--- config.mk ---
export PLATFORM = sky130hd
export DESIGN_NAME = sdma_top
export DESIGN_NICKNAME = d
export VERILOG_FILES = /design/src/hw/sdma_pkg.sv /design/src/hw/sdma_top.sv
export SDC_FILE = /design/constraint.sdc
export NUM_CORES = 2
export LEC_CHECK = 0
export BUFFER_PORTS_ARGS = -buffer_cell sky130_fd_sc_hd__buf_2
export CAP_MARGIN = 10
export CELL_PAD_IN_SITES_DETAIL_PLACEMENT = 1
export CELL_PAD_IN_SITES_GLOBAL_PLACEMENT = 1
export CORE_UTILIZATION = 33
export DETAILED_ROUTE_END_ITERATION = 8
export GPL_ROUTABILITY_DRIVEN = 0
export HOLD_SLACK_MARGIN = 0.1
export PLACE_DENSITY_LB_ADDON = 0.15
export SLEW_MARGIN = 10
export SYNTH_ARGS = -nofsm -noshare
export SYNTH_HDL_FRONTEND = slang
export SYNTH_SLANG_ARGS = --single-unit
--- constraint.sdc ---
create_clock -name sys_clk -period 10.79 [get_ports sys_clk]
set_clock_uncertainty 0.2 [all_clocks]
set_input_delay 2.158 -clock sys_clk [delete_from_list [all_inputs] [get_ports sys_clk]]
set_output_delay 2.158 -clock sys_clk [all_outputs]
set_load 0.1 [all_outputs]
--- src/hw/sdma_pkg.sv ---
package sdma_pkg;

  // ********************************************************
  // sizes
  // ********************************************************
  localparam int NUM_CH = 6;
  localparam int NUM_DEV = 16;
  localparam int BUF_BYTES = 16;

  // ********************************************************
  // register offsets inside one channel (stride 0x20)
  // ********************************************************
  localparam logic [4:0] OFF_DDAR = 5'h00;
  localparam logic [4:0] OFF_CSR = 5'h04;
  localparam logic [4:0] OFF_BSA = 5'h08;
  localparam logic [4:0] OFF_BTA = 5'h0C;
  localparam logic [4:0] OFF_BSB = 5'h10;
  localparam logic [4:0] OFF_BTB = 5'h14;

  // ********************************************************
  // field positions
  // ********************************************************
  localparam int DDAR_RW = 0;
  localparam int DDAR_E = 1;
  localparam int DDAR_BS = 2;
  localparam int DDAR_DW = 3;
  localparam int CSR_RUN = 0;
  localparam int CSR_STRA = 1;
  localparam int CSR_DNA = 2;
  localparam int CSR_STRB = 3;
  localparam int CSR_DNB = 4;
  localparam int CSR_ERR = 5;
  localparam int CSR_IBUF = 7;
  localparam logic [31:0] CSR_RST = 32'h0000_0080;

  // ********************************************************
  // forbidden card window
  // ********************************************************
  localparam logic [31:0] PCM_LO = 32'h2000_0000;
  localparam logic [31:0] PCM_HI = 32'h3FFF_FFFF;

  // ********************************************************
  // types
  // ********************************************************
  typedef enum {S_IDLE, S_MRD, S_PWR, S_PRD, S_MWR, S_TURN, S_END} sdma_st_t;

  typedef struct packed {
    logic req;
    logic we;
    logic [31:0] addr;
    logic [31:0] wdata;
  } sdma_mem_t;

  typedef struct packed {
    logic req;
    logic we;
    logic wide;
    logic [31:0] addr;
    logic [15:0] wdata;
  } sdma_per_t;

endpackage

--- src/hw/sdma_top.sv ---
// Chosen here: the Avalon-MM interface to the registers and the register addresses.
`timescale 1ns/1ps
`default_nettype none
module sdma_top #(
  parameter int NCH = sdma_pkg::NUM_CH,
  parameter int NDEV = sdma_pkg::NUM_DEV
) (
  // clock and reset
  input wire logic sys_clk,
  input wire logic rst_b,
  // register bus
  input wire logic [7:0] avs_address,
  input wire logic avs_read,
  input wire logic avs_write,
  input wire logic [31:0] avs_writedata,
  output logic [31:0] avs_readdata,
  output logic avs_waitrequest,
  // device requests
  input wire logic [NDEV-1:0] dev_dreq,
  // memory port
  output sdma_pkg::sdma_mem_t mem_o,
  input wire logic mem_ack,
  input wire logic [31:0] mem_rdata,
  // device port
  output sdma_pkg::sdma_per_t per_o,
  input wire logic per_ack,
  input wire logic [15:0] per_rdata
);
  import sdma_pkg::*;

  // ********************************************************
  // channel storage
  // ********************************************************
  logic [31:0] ddar_q [NCH];
  logic [31:0] bsa_q [NCH];
  logic [31:0] bsb_q [NCH];
  logic [31:0] bta_q [NCH];
  logic [31:0] btb_q [NCH];
  logic [NCH-1:0] run_q, sta_q, stb_q, dna_q, dnb_q, biu_q, err_q;
  logic [7:0] bb_q [BUF_BYTES];
  sdma_st_t st_q, st_d;
  logic [2:0] cur_q, cur_d, pick;
  logic [3:0] idx_q, idx_d;
  logic rd_pend_q;
  logic [31:0] rdata_q;

  function automatic logic in_pcm(input logic [31:0] a);
    return (a >= PCM_LO) && (a <= PCM_HI);
  endfunction

  function automatic logic [4:0] burst_bytes(input logic [31:0] c);
    return 5'h04 << ({1'b0, c[DDAR_BS]} + {1'b0, c[DDAR_DW]});
  endfunction

  // ********************************************************
  // bus decode
  // ********************************************************
  wire logic [2:0] a_ch = avs_address[7:5];
  wire logic [4:0] a_off = avs_address[4:0];
  wire logic a_ok = a_ch < 3'(NCH);
  wire logic wr_hit = avs_write && a_ok;
  wire logic wr_ddar = wr_hit && a_off == OFF_DDAR && !run_q[a_ch];
  wire logic wr_csr = wr_hit && a_off == OFF_CSR;
  wire logic [31:0] wd = avs_writedata;
  wire logic [31:0] csr_rd = {24'h00_0000, ~biu_q[a_ch], 1'b0, err_q[a_ch],
    dnb_q[a_ch], stb_q[a_ch], dna_q[a_ch], sta_q[a_ch], run_q[a_ch]};
  logic [31:0] rd_mux;

  always_comb begin
    rd_mux = 32'h0000_0000;
    if (a_ok) begin
      case (a_off)
        OFF_DDAR: rd_mux = ddar_q[a_ch];
        OFF_CSR: rd_mux = csr_rd;
        OFF_BSA: rd_mux = bsa_q[a_ch];
        OFF_BTA: rd_mux = bta_q[a_ch];
        OFF_BSB: rd_mux = bsb_q[a_ch];
        OFF_BTB: rd_mux = btb_q[a_ch];
        default: rd_mux = 32'h0000_0000;
      endcase
    end
  end

  assign avs_waitrequest = avs_read && !rd_pend_q;
  assign avs_readdata = rdata_q;

  always_ff @(posedge sys_clk or negedge rst_b) begin
    if (!rst_b) begin
      rd_pend_q <= 1'b0;
      rdata_q <= 32'h0000_0000;
    end else begin
      rd_pend_q <= avs_read && !rd_pend_q;
      if (avs_read) begin
        rdata_q <= rd_mux;
      end
    end
  end

  // ********************************************************
  // arbitration
  // ********************************************************
  logic [NCH-1:0] elig;
  always_comb begin
    elig = '0;
    pick = 3'h0;
    for (int i = 0; i < NCH; i++) begin
      elig[i] = run_q[i] && (biu_q[i] ? stb_q[i] : sta_q[i]) && !err_q[i]
        && dev_dreq[ddar_q[i][7:4]];
    end
    for (int i = NCH - 1; i >= 0; i--) begin
      if (elig[i]) begin
        pick = 3'(i);
      end
    end
  end

  wire logic any_elig = |elig;
  wire logic [31:0] pbase = biu_q[pick] ? bsb_q[pick] : bsa_q[pick];
  wire logic [31:0] plast = pbase + 32'(burst_bytes(ddar_q[pick])) - 32'h1;
  wire logic pick_bad = in_pcm(pbase) || in_pcm(plast);
  wire logic idle = st_q == S_IDLE;
  wire logic abort = idle && any_elig && pick_bad;

  // ********************************************************
  // current channel view
  // ********************************************************
  wire logic [31:0] ccfg = ddar_q[cur_q];
  wire logic cbuf = biu_q[cur_q];
  wire logic [31:0] ccnt = cbuf ? btb_q[cur_q] : bta_q[cur_q];
  wire logic [4:0] cbytes = burst_bytes(ccfg);
  wire logic [3:0] cbeats = ccfg[DDAR_BS] ? 4'h8 : 4'h4;
  wire logic [3:0] cwords = 4'(cbytes >> 2);
  wire logic last_word = idx_q == cwords - 4'h1;
  wire logic last_beat = idx_q == cbeats - 4'h1;
  wire logic fin = st_q == S_END;
  wire logic cdone = ccnt <= 32'(cbytes);
  wire logic wide_q = ccfg[DDAR_DW];
  wire logic [4:0] kq = wide_q ? {idx_q, 1'b0} : {1'b0, idx_q};

  // ********************************************************
  // transfer engine
  // ********************************************************
  always_comb begin
    st_d = st_q;
    idx_d = idx_q;
    cur_d = cur_q;
    case (st_q)
      S_IDLE: begin
        if (any_elig && !pick_bad) begin
          cur_d = pick;
          idx_d = 4'h0;
          st_d = ddar_q[pick][DDAR_RW] ? S_PRD : S_MRD;
        end
      end
      S_MRD: begin
        if (mem_ack) begin
          idx_d = last_word ? 4'h0 : idx_q + 4'h1;
          st_d = last_word ? S_TURN : S_MRD;
        end
      end
      S_PRD: begin
        if (per_ack) begin
          idx_d = last_beat ? 4'h0 : idx_q + 4'h1;
          st_d = last_beat ? S_TURN : S_PRD;
        end
      end
      S_TURN: st_d = ccfg[DDAR_RW] ? S_MWR : S_PWR;
      S_PWR: begin
        if (per_ack) begin
          idx_d = last_beat ? 4'h0 : idx_q + 4'h1;
          st_d = last_beat ? S_END : S_PWR;
        end
      end
      S_MWR: begin
        if (mem_ack) begin
          idx_d = last_word ? 4'h0 : idx_q + 4'h1;
          st_d = last_word ? S_END : S_MWR;
        end
      end
      S_END: st_d = S_IDLE;
      default: st_d = S_IDLE;
    endcase
  end

  // next outputs, registered below
  wire logic [31:0] dcfg = ddar_q[cur_d];
  wire logic [31:0] dbase = biu_q[cur_d] ? bsb_q[cur_d] : bsa_q[cur_d];
  wire logic dwide = dcfg[DDAR_DW];
  wire logic [4:0] kd = dwide ? {idx_d, 1'b0} : {1'b0, idx_d};
  sdma_mem_t mem_d;
  sdma_per_t per_d;

  always_comb begin
    mem_d.req = st_d == S_MRD || st_d == S_MWR;
    mem_d.we = st_d == S_MWR;
    mem_d.addr = dbase + {26'h000_0000, idx_d, 2'b00};
    for (int l = 0; l < 4; l++) begin
      mem_d.wdata[l*8 +: 8] =
        bb_q[{idx_d[1:0], dcfg[DDAR_E] ? ~2'(l) : 2'(l)}];
    end
    per_d.req = st_d == S_PWR || st_d == S_PRD;
    per_d.we = st_d == S_PWR;
    per_d.wide = dwide;
    per_d.addr = {dcfg[31:28], 6'h00, dcfg[27:8], 2'b00};
    per_d.wdata = {dwide ? bb_q[4'(kd + 5'h1)] : 8'h00, bb_q[kd[3:0]]};
  end

  always_ff @(posedge sys_clk or negedge rst_b) begin
    if (!rst_b) begin
      st_q <= S_IDLE;
      cur_q <= 3'h0;
      idx_q <= 4'h0;
      mem_o <= '0;
      per_o <= '0;
    end else begin
      st_q <= st_d;
      cur_q <= cur_d;
      idx_q <= idx_d;
      mem_o <= mem_d;
      per_o <= per_d;
    end
  end

  // burst buffer, byte lanes set by the endian bit
  always_ff @(posedge sys_clk) begin
    if (st_q == S_MRD && mem_ack) begin
      for (int l = 0; l < 4; l++) begin
        bb_q[{idx_q[1:0], ccfg[DDAR_E] ? ~2'(l) : 2'(l)}] <=
          mem_rdata[l*8 +: 8];
      end
    end
    if (st_q == S_PRD && per_ack) begin
      bb_q[kq[3:0]] <= per_rdata[7:0];
      if (wide_q) begin
        bb_q[4'(kq + 5'h1)] <= per_rdata[15:8];
      end
    end
  end

  // ********************************************************
  // channel registers
  // ********************************************************
  // configuration words keep no reset value
  always_ff @(posedge sys_clk) begin
    for (int i = 0; i < NCH; i++) begin
      if (wr_ddar && a_ch == 3'(i)) ddar_q[i] <= wd;
      if (wr_hit && a_ch == 3'(i) && a_off == OFF_BSA) bsa_q[i] <= wd;
      if (wr_hit && a_ch == 3'(i) && a_off == OFF_BTA) bta_q[i] <= wd;
      if (wr_hit && a_ch == 3'(i) && a_off == OFF_BSB) bsb_q[i] <= wd;
      if (wr_hit && a_ch == 3'(i) && a_off == OFF_BTB) btb_q[i] <= wd;
      if (fin && cur_q == 3'(i) && !cbuf) begin
        bsa_q[i] <= bsa_q[i] + 32'(cbytes);
        bta_q[i] <= bta_q[i] - 32'(cbytes);
      end
      if (fin && cur_q == 3'(i) && cbuf) begin
        bsb_q[i] <= bsb_q[i] + 32'(cbytes);
        btb_q[i] <= btb_q[i] - 32'(cbytes);
      end
    end
  end

  always_ff @(posedge sys_clk or negedge rst_b) begin
    if (!rst_b) begin
      {run_q, sta_q, stb_q, dna_q, dnb_q, biu_q, err_q} <= '0;
    end else begin
      for (int i = 0; i < NCH; i++) begin
        if (fin && cur_q == 3'(i) && cdone) begin
          biu_q[i] <= ~cbuf;
          if (cbuf) stb_q[i] <= 1'b0;
          else sta_q[i] <= 1'b0;
        end
        if (wr_csr && a_ch == 3'(i)) begin
          run_q[i] <= wd[CSR_RUN];
          if (wd[CSR_STRA]) sta_q[i] <= 1'b1;
          if (wd[CSR_STRB]) stb_q[i] <= 1'b1;
          if (wd[CSR_DNA]) dna_q[i] <= 1'b0;
          if (wd[CSR_DNB]) dnb_q[i] <= 1'b0;
          if (wd[CSR_ERR]) err_q[i] <= 1'b0;
        end
        if (fin && cur_q == 3'(i) && cdone && !cbuf) dna_q[i] <= 1'b1;
        if (fin && cur_q == 3'(i) && cdone && cbuf) dnb_q[i] <= 1'b1;
        if (abort && pick == 3'(i)) begin
          err_q[i] <= 1'b1;
          run_q[i] <= 1'b0;
        end
      end
    end
  end

  // ********************************************************
  // checks
  // ********************************************************
  logic [3:0] beat_q;
  logic lk_q;
  logic [2:0] lk_ch_q;
  logic [31:0] lk_val_q;
  always_ff @(posedge sys_clk or negedge rst_b) begin
    if (!rst_b) begin
      beat_q <= 4'h0;
      lk_q <= 1'b0;
      lk_ch_q <= 3'h0;
      lk_val_q <= 32'h0000_0000;
    end else begin
      beat_q <= idle ? 4'h0 : beat_q + 4'(per_ack && per_o.req);
      lk_q <= wr_hit && a_off == OFF_DDAR && run_q[a_ch];
      lk_ch_q <= a_ch;
      lk_val_q <= ddar_q[a_ch];
    end
  end

  prio_order_a: assert property (@(posedge sys_clk) disable iff (!rst_b)
    (idle && any_elig) |-> (elig & NCH'((1 << pick) - 1)) == '0)
    else $error("lower channel passed over");
  burst_hold_a: assert property (@(posedge sys_clk) disable iff (!rst_b)
    (!idle && $past(st_q) != S_IDLE) |-> $stable(cur_q))
    else $error("channel switched inside a burst");
  ddar_lock_a: assert property (@(posedge sys_clk) disable iff (!rst_b)
    lk_q |-> ddar_q[lk_ch_q] == lk_val_q)
    else $error("device address changed while running");
  idle_quiet_a: assert property (@(posedge sys_clk) disable iff (!rst_b)
    (idle && run_q == '0) |=> idle && !mem_o.req && !per_o.req)
    else $error("access with no channel running");
  pcm_guard_a: assert property (@(posedge sys_clk) disable iff (!rst_b)
    mem_o.req |-> !in_pcm(mem_o.addr))
    else $error("access into card window");
  dir_match_a: assert property (@(posedge sys_clk) disable iff (!rst_b)
    per_o.req |-> per_o.we == !ccfg[DDAR_RW] && mem_o.req == 1'b0)
    else $error("device direction wrong");
  width_match_a: assert property (@(posedge sys_clk) disable iff (!rst_b)
    per_o.req |-> per_o.wide == ccfg[DDAR_DW])
    else $error("datum width wrong");
  beat_count_a: assert property (@(posedge sys_clk) disable iff (!rst_b)
    fin |-> beat_q == cbeats)
    else $error("burst beat count wrong");
  buf_chain_a: assert property (@(posedge sys_clk) disable iff (!rst_b)
    (fin && cdone) |=> biu_q != $past(biu_q) ##0 idle)
    else $error("buffer did not switch");
  mem_dir_a: assert property (@(posedge sys_clk) disable iff (!rst_b)
    (mem_o.req && mem_o.we) |-> ccfg[DDAR_RW])
    else $error("memory write on outgoing channel");

endmodule
`default_nettype wire

==> impl_metrics.py <==
metrics = {
    "floorplanning": {
        "die_area_mm2": 0.2647,
        "die_h_um": 514.5,
        "rows": 187,
        "pin_count": 260,
        "fp.coreArea_mm2": 0.2604,
        "die_w_um": 514.5,
        "start_util": 0.3328,
    },
    "cts": {
        "h-tree-depth": 4,
        "clockBufferDepth": 3,
        "cts_hold_buf": 0,
        "clk-insertion-delay-late_ns": 0.91,
        "clkTransAtPathRegs_ns": 0.06,
        "cts_made_buffers": 166,
        "cts.sinks": 1311,
        "cts-root-buf": "clkbuf_16",
        "cts_tree": "yes",
    },
    "min_path": {
        "hold_start": "rd_pend_q",
        "holdPathStages": 1,
        "hold_path_end": "rd_pend_q",
        "min_path_type": "flop to flop",
    },
    "drt": {
        "routed_wl_mm": 460.9,
        "vias": 82580,
        "via_per_inst": 6.207,
        "drt-wirelength-per-cell_um": 34.65,
        "postRouteAntennaNets": 0,
        "drt_iter0_drc": 10420,
        "firstDrtPassIters": 7,
        "drc": 0,
    },
    "synthesis": {
        "ys_types": 115,
        "ys_warn_count": 0,
        "syn_inst": 9043,
        "syn_avg_cell_area_um2": 9.585,
        "synth_top_area_cell": "edfxtp_1",
        "ys_seq_elements": 1311,
        "synth.most_common_cell": "nand2_1",
        "synth_edf_count": 1088,
        "ys.flop_type": "edfxtp_1",
        "synth_commonest_cells": "nand2_1, edfxtp_1, a21oi_1",
        "ys_seq_area_frac": 0.4413,
        "syn_area_mm2": 0.08668,
        "synth_top_area_share": 0.3769,
        "async_reset_ff_frac": 0.1701,
        "synthTopCellsByArea": "edfxtp_1, dfrtp_1, mux4_2",
    },
    "timing": {
        "setup_violations": 0,
        "worst-slew-pin-transition_ns": 1.445,
        "max_freq_ghz": 0.09285,
        "rsz0062_at_grt": "yes",
        "period_share": 0.9982,
        "maxSlewHeadroom": 0.009341,
        "finalWorstSetupSlack_ns": 0.01958,
        "timing.hold.ws_ns": 0.2664,
        "finalCriticalPeriod_ns": 10.77,
        "hold_violations": 0,
        "slew_viol_final": 0,
    },
    "run_status": {
        "failed_checks": "max-capacitance violations",
        "outcome": "complete, but fails checks",
    },
    "layout": {
        "seqCellArea_mm2": 0.03826,
        "fillCellCount": 29240,
        "utilization": 0.3973,
        "drive_gt1_frac": 0.1905,
        "multi_input_area_mm2": 0.04652,
        "fin_nets": 9919,
        "area_delta_synth_final_pct": 19.36,
    },
    "place": {
        "port_buffers": 251,
        "detailed_place_hpwl_mm": 355.2,
        "place_ws_ns": -1.220,
    },
    "run": {
        "max_cap_violations": 1,
    },
    "worst_setup_path": {
        "reg2reg_depth": 46,
        "slowest_delay_ns": 0.59,
        "critical_path_class": "input pin to flop",
        "cp_data_arrival_time_ns": 11.41,
        "r2r_slack_ns": 0.44,
        "cp-end-kind": "flop",
        "slowest_stage": "a31oi_1",
        "cp.required_ns": 11.43,
        "reg2reg_from": "biu_q[4]",
        "cp-start-kind": "input pin",
        "cpLargestDelayFamily": "compound AO/OA/AOI/OAI gates",
        "worst-path-buf-inv": 15,
        "r2r_end": "mem_o[54]",
        "worst-path-max-fanout": 68,
        "path_common_cell": "buf_4",
    },
    "power": {
        "cellLeakagePower_uw": 0.03742,
        "power_density_mw_per_mm2": 129.5,
        "max-vdd-ir-drop_mv": 0.1751,
    },
    "grt": {
        "grt_pass1_wl_mm": 632.7,
        "grt_pass1_vias": 80230,
        "antenna_found_initial": 50,
        "grt_max_degree": 109,
        "grt_remaining_overflow": 0,
        "grtUsageTotal": 0.3383,
    },
}
[layout by cell type (no fill, tap or decap), drive strengths merged, types with 32 or more instances in the layout]
master   Yosys  layout
a31oi      207     207
mux2        57      57
o211ai      95      95
mux2i      365     365
nand2     1283    1283
a22oi       33      33
xor2       333     333
nand2b      57      57
and3        72      72
xnor2      193     193
inv        171     174
a211oi      69      69
dfrtp      223     223
a21oi      951     951
nor2       856     856
nor4        73      73
mux4       247     247
clkbuf     488     244
edfxtp    1088    1088
or3         81      81
ha         146     146
nand4       65      65
o22ai       68      68
nand3      363     363
o32ai       32      32
a2111oi     37      37
or2         33      33
nor3       194     194
o221ai      61      61
nor2b      107     107
o21ai      443     443
o21a        51      51
and2        34      34
conb         1      37
clkinv       3      55
buf        163    1049
[logic make-up (layout without fill, tap and decap cells)]
| group | after synthesis | in the layout | share of synthesized area |
|---|---|---|---|
| buffers and inverters | 825 | 1537 | 0.03797 |
| AOI/OAI and AO/OA | 2266 | 2266 | 0.1587 |
| other | 1 | 54 | 0.00004326 |
| and+or+nand+nor | 3285 | 3285 | 0.1701 |
| adders and majority gates | 160 | 160 | 0.02431 |
| DFF | 1311 | 1311 | 0.4413 |
| muxes | 669 | 669 | 0.1142 |
| xor gates and xnor gates | 526 | 526 | 0.05337 |
[power by group]
group	switching, µW	total (µW)	internal (µW)
Clock	2550	5900	3350
Combinational	1330	1880	552
Sequential	66.1	5610	5550
Total	3950	13400	9450
[flip-flops by register name, indices dropped and copies added, names as in the netlist, 32 cells and up]
name and cells:
avs_readdata 32, bb_q 128, bsa_q 192, bsb_q 192
bta_q 192, btb_q 192, ddar_q 192, mem_o 66
per_o 43, st_q 32
[worst max-delay path by stage]
stage                       from   endpoint  slack (ns)  depth (start not counted)
floorplan           dev_dreq[13]  mem_o[62]       -0.31                         48
global placement    dev_dreq[13]  mem_o[63]       -0.93                         42
detailed placement  dev_dreq[13]  mem_o[57]       -1.22                         37
CTS                 dev_dreq[13]  mem_o[56]        0.04                         49
global route        dev_dreq[13]  mem_o[56]       -0.11                         49
finish              dev_dreq[13]   per_o[0]        0.02                         43
[per-layer routing]
| layer | part of all wire | global-route usage | vias up |
|---|---|---|---|
| li1 | - | - | 34720 |
| met1 | 0.40 | 0.4454 | 42400 |
| met2 | 0.43 | 0.5037 | 4419 |
| met3 | 0.098 | 0.07562 | 1026 |
| met4 | 0.071 | 0.2075 | 14 |
| met5 | 0.00023 | 0 | - |
[final cells by class]
type	count	share of cell area
antenna	17	0.0004112
clock buffer	241	0.04608
clock inverter	69	0.009131
inverter	174	0.006422
multi-input combinational	6943	0.4497
sequential	1311	0.3698
tap	3496	0.04228
timing repair buffer	1053	0.07618
[metrics by stage]
step	TNS (ns)	cells	total power (µW)	instance area [µm²]
5_1_grt	-1.142	13290	13690	103400
4_1_cts	0	13260	13400	102600
2_1_floorplan	-2.194	9079	6777	87370
3_3_place_gp	-23.47	12940	7503	96860
6_report	0	13300	13390	103500
3_5_place_dp	-43.02	12950	7533	96890
[what timing repair did]
| action | 4_1_cts | 5_1_grt |
|---|---|---|
| buffers inserted | 0 | 27 |
| gates cloned | 0 | 3 |
| pin swaps | 0 | 38 |
| setup endpoints to repair | 17 | 42 |
| gates resized for setup | 4 | 102 |
No activity file was read; power rests on OpenSTA's default activity.
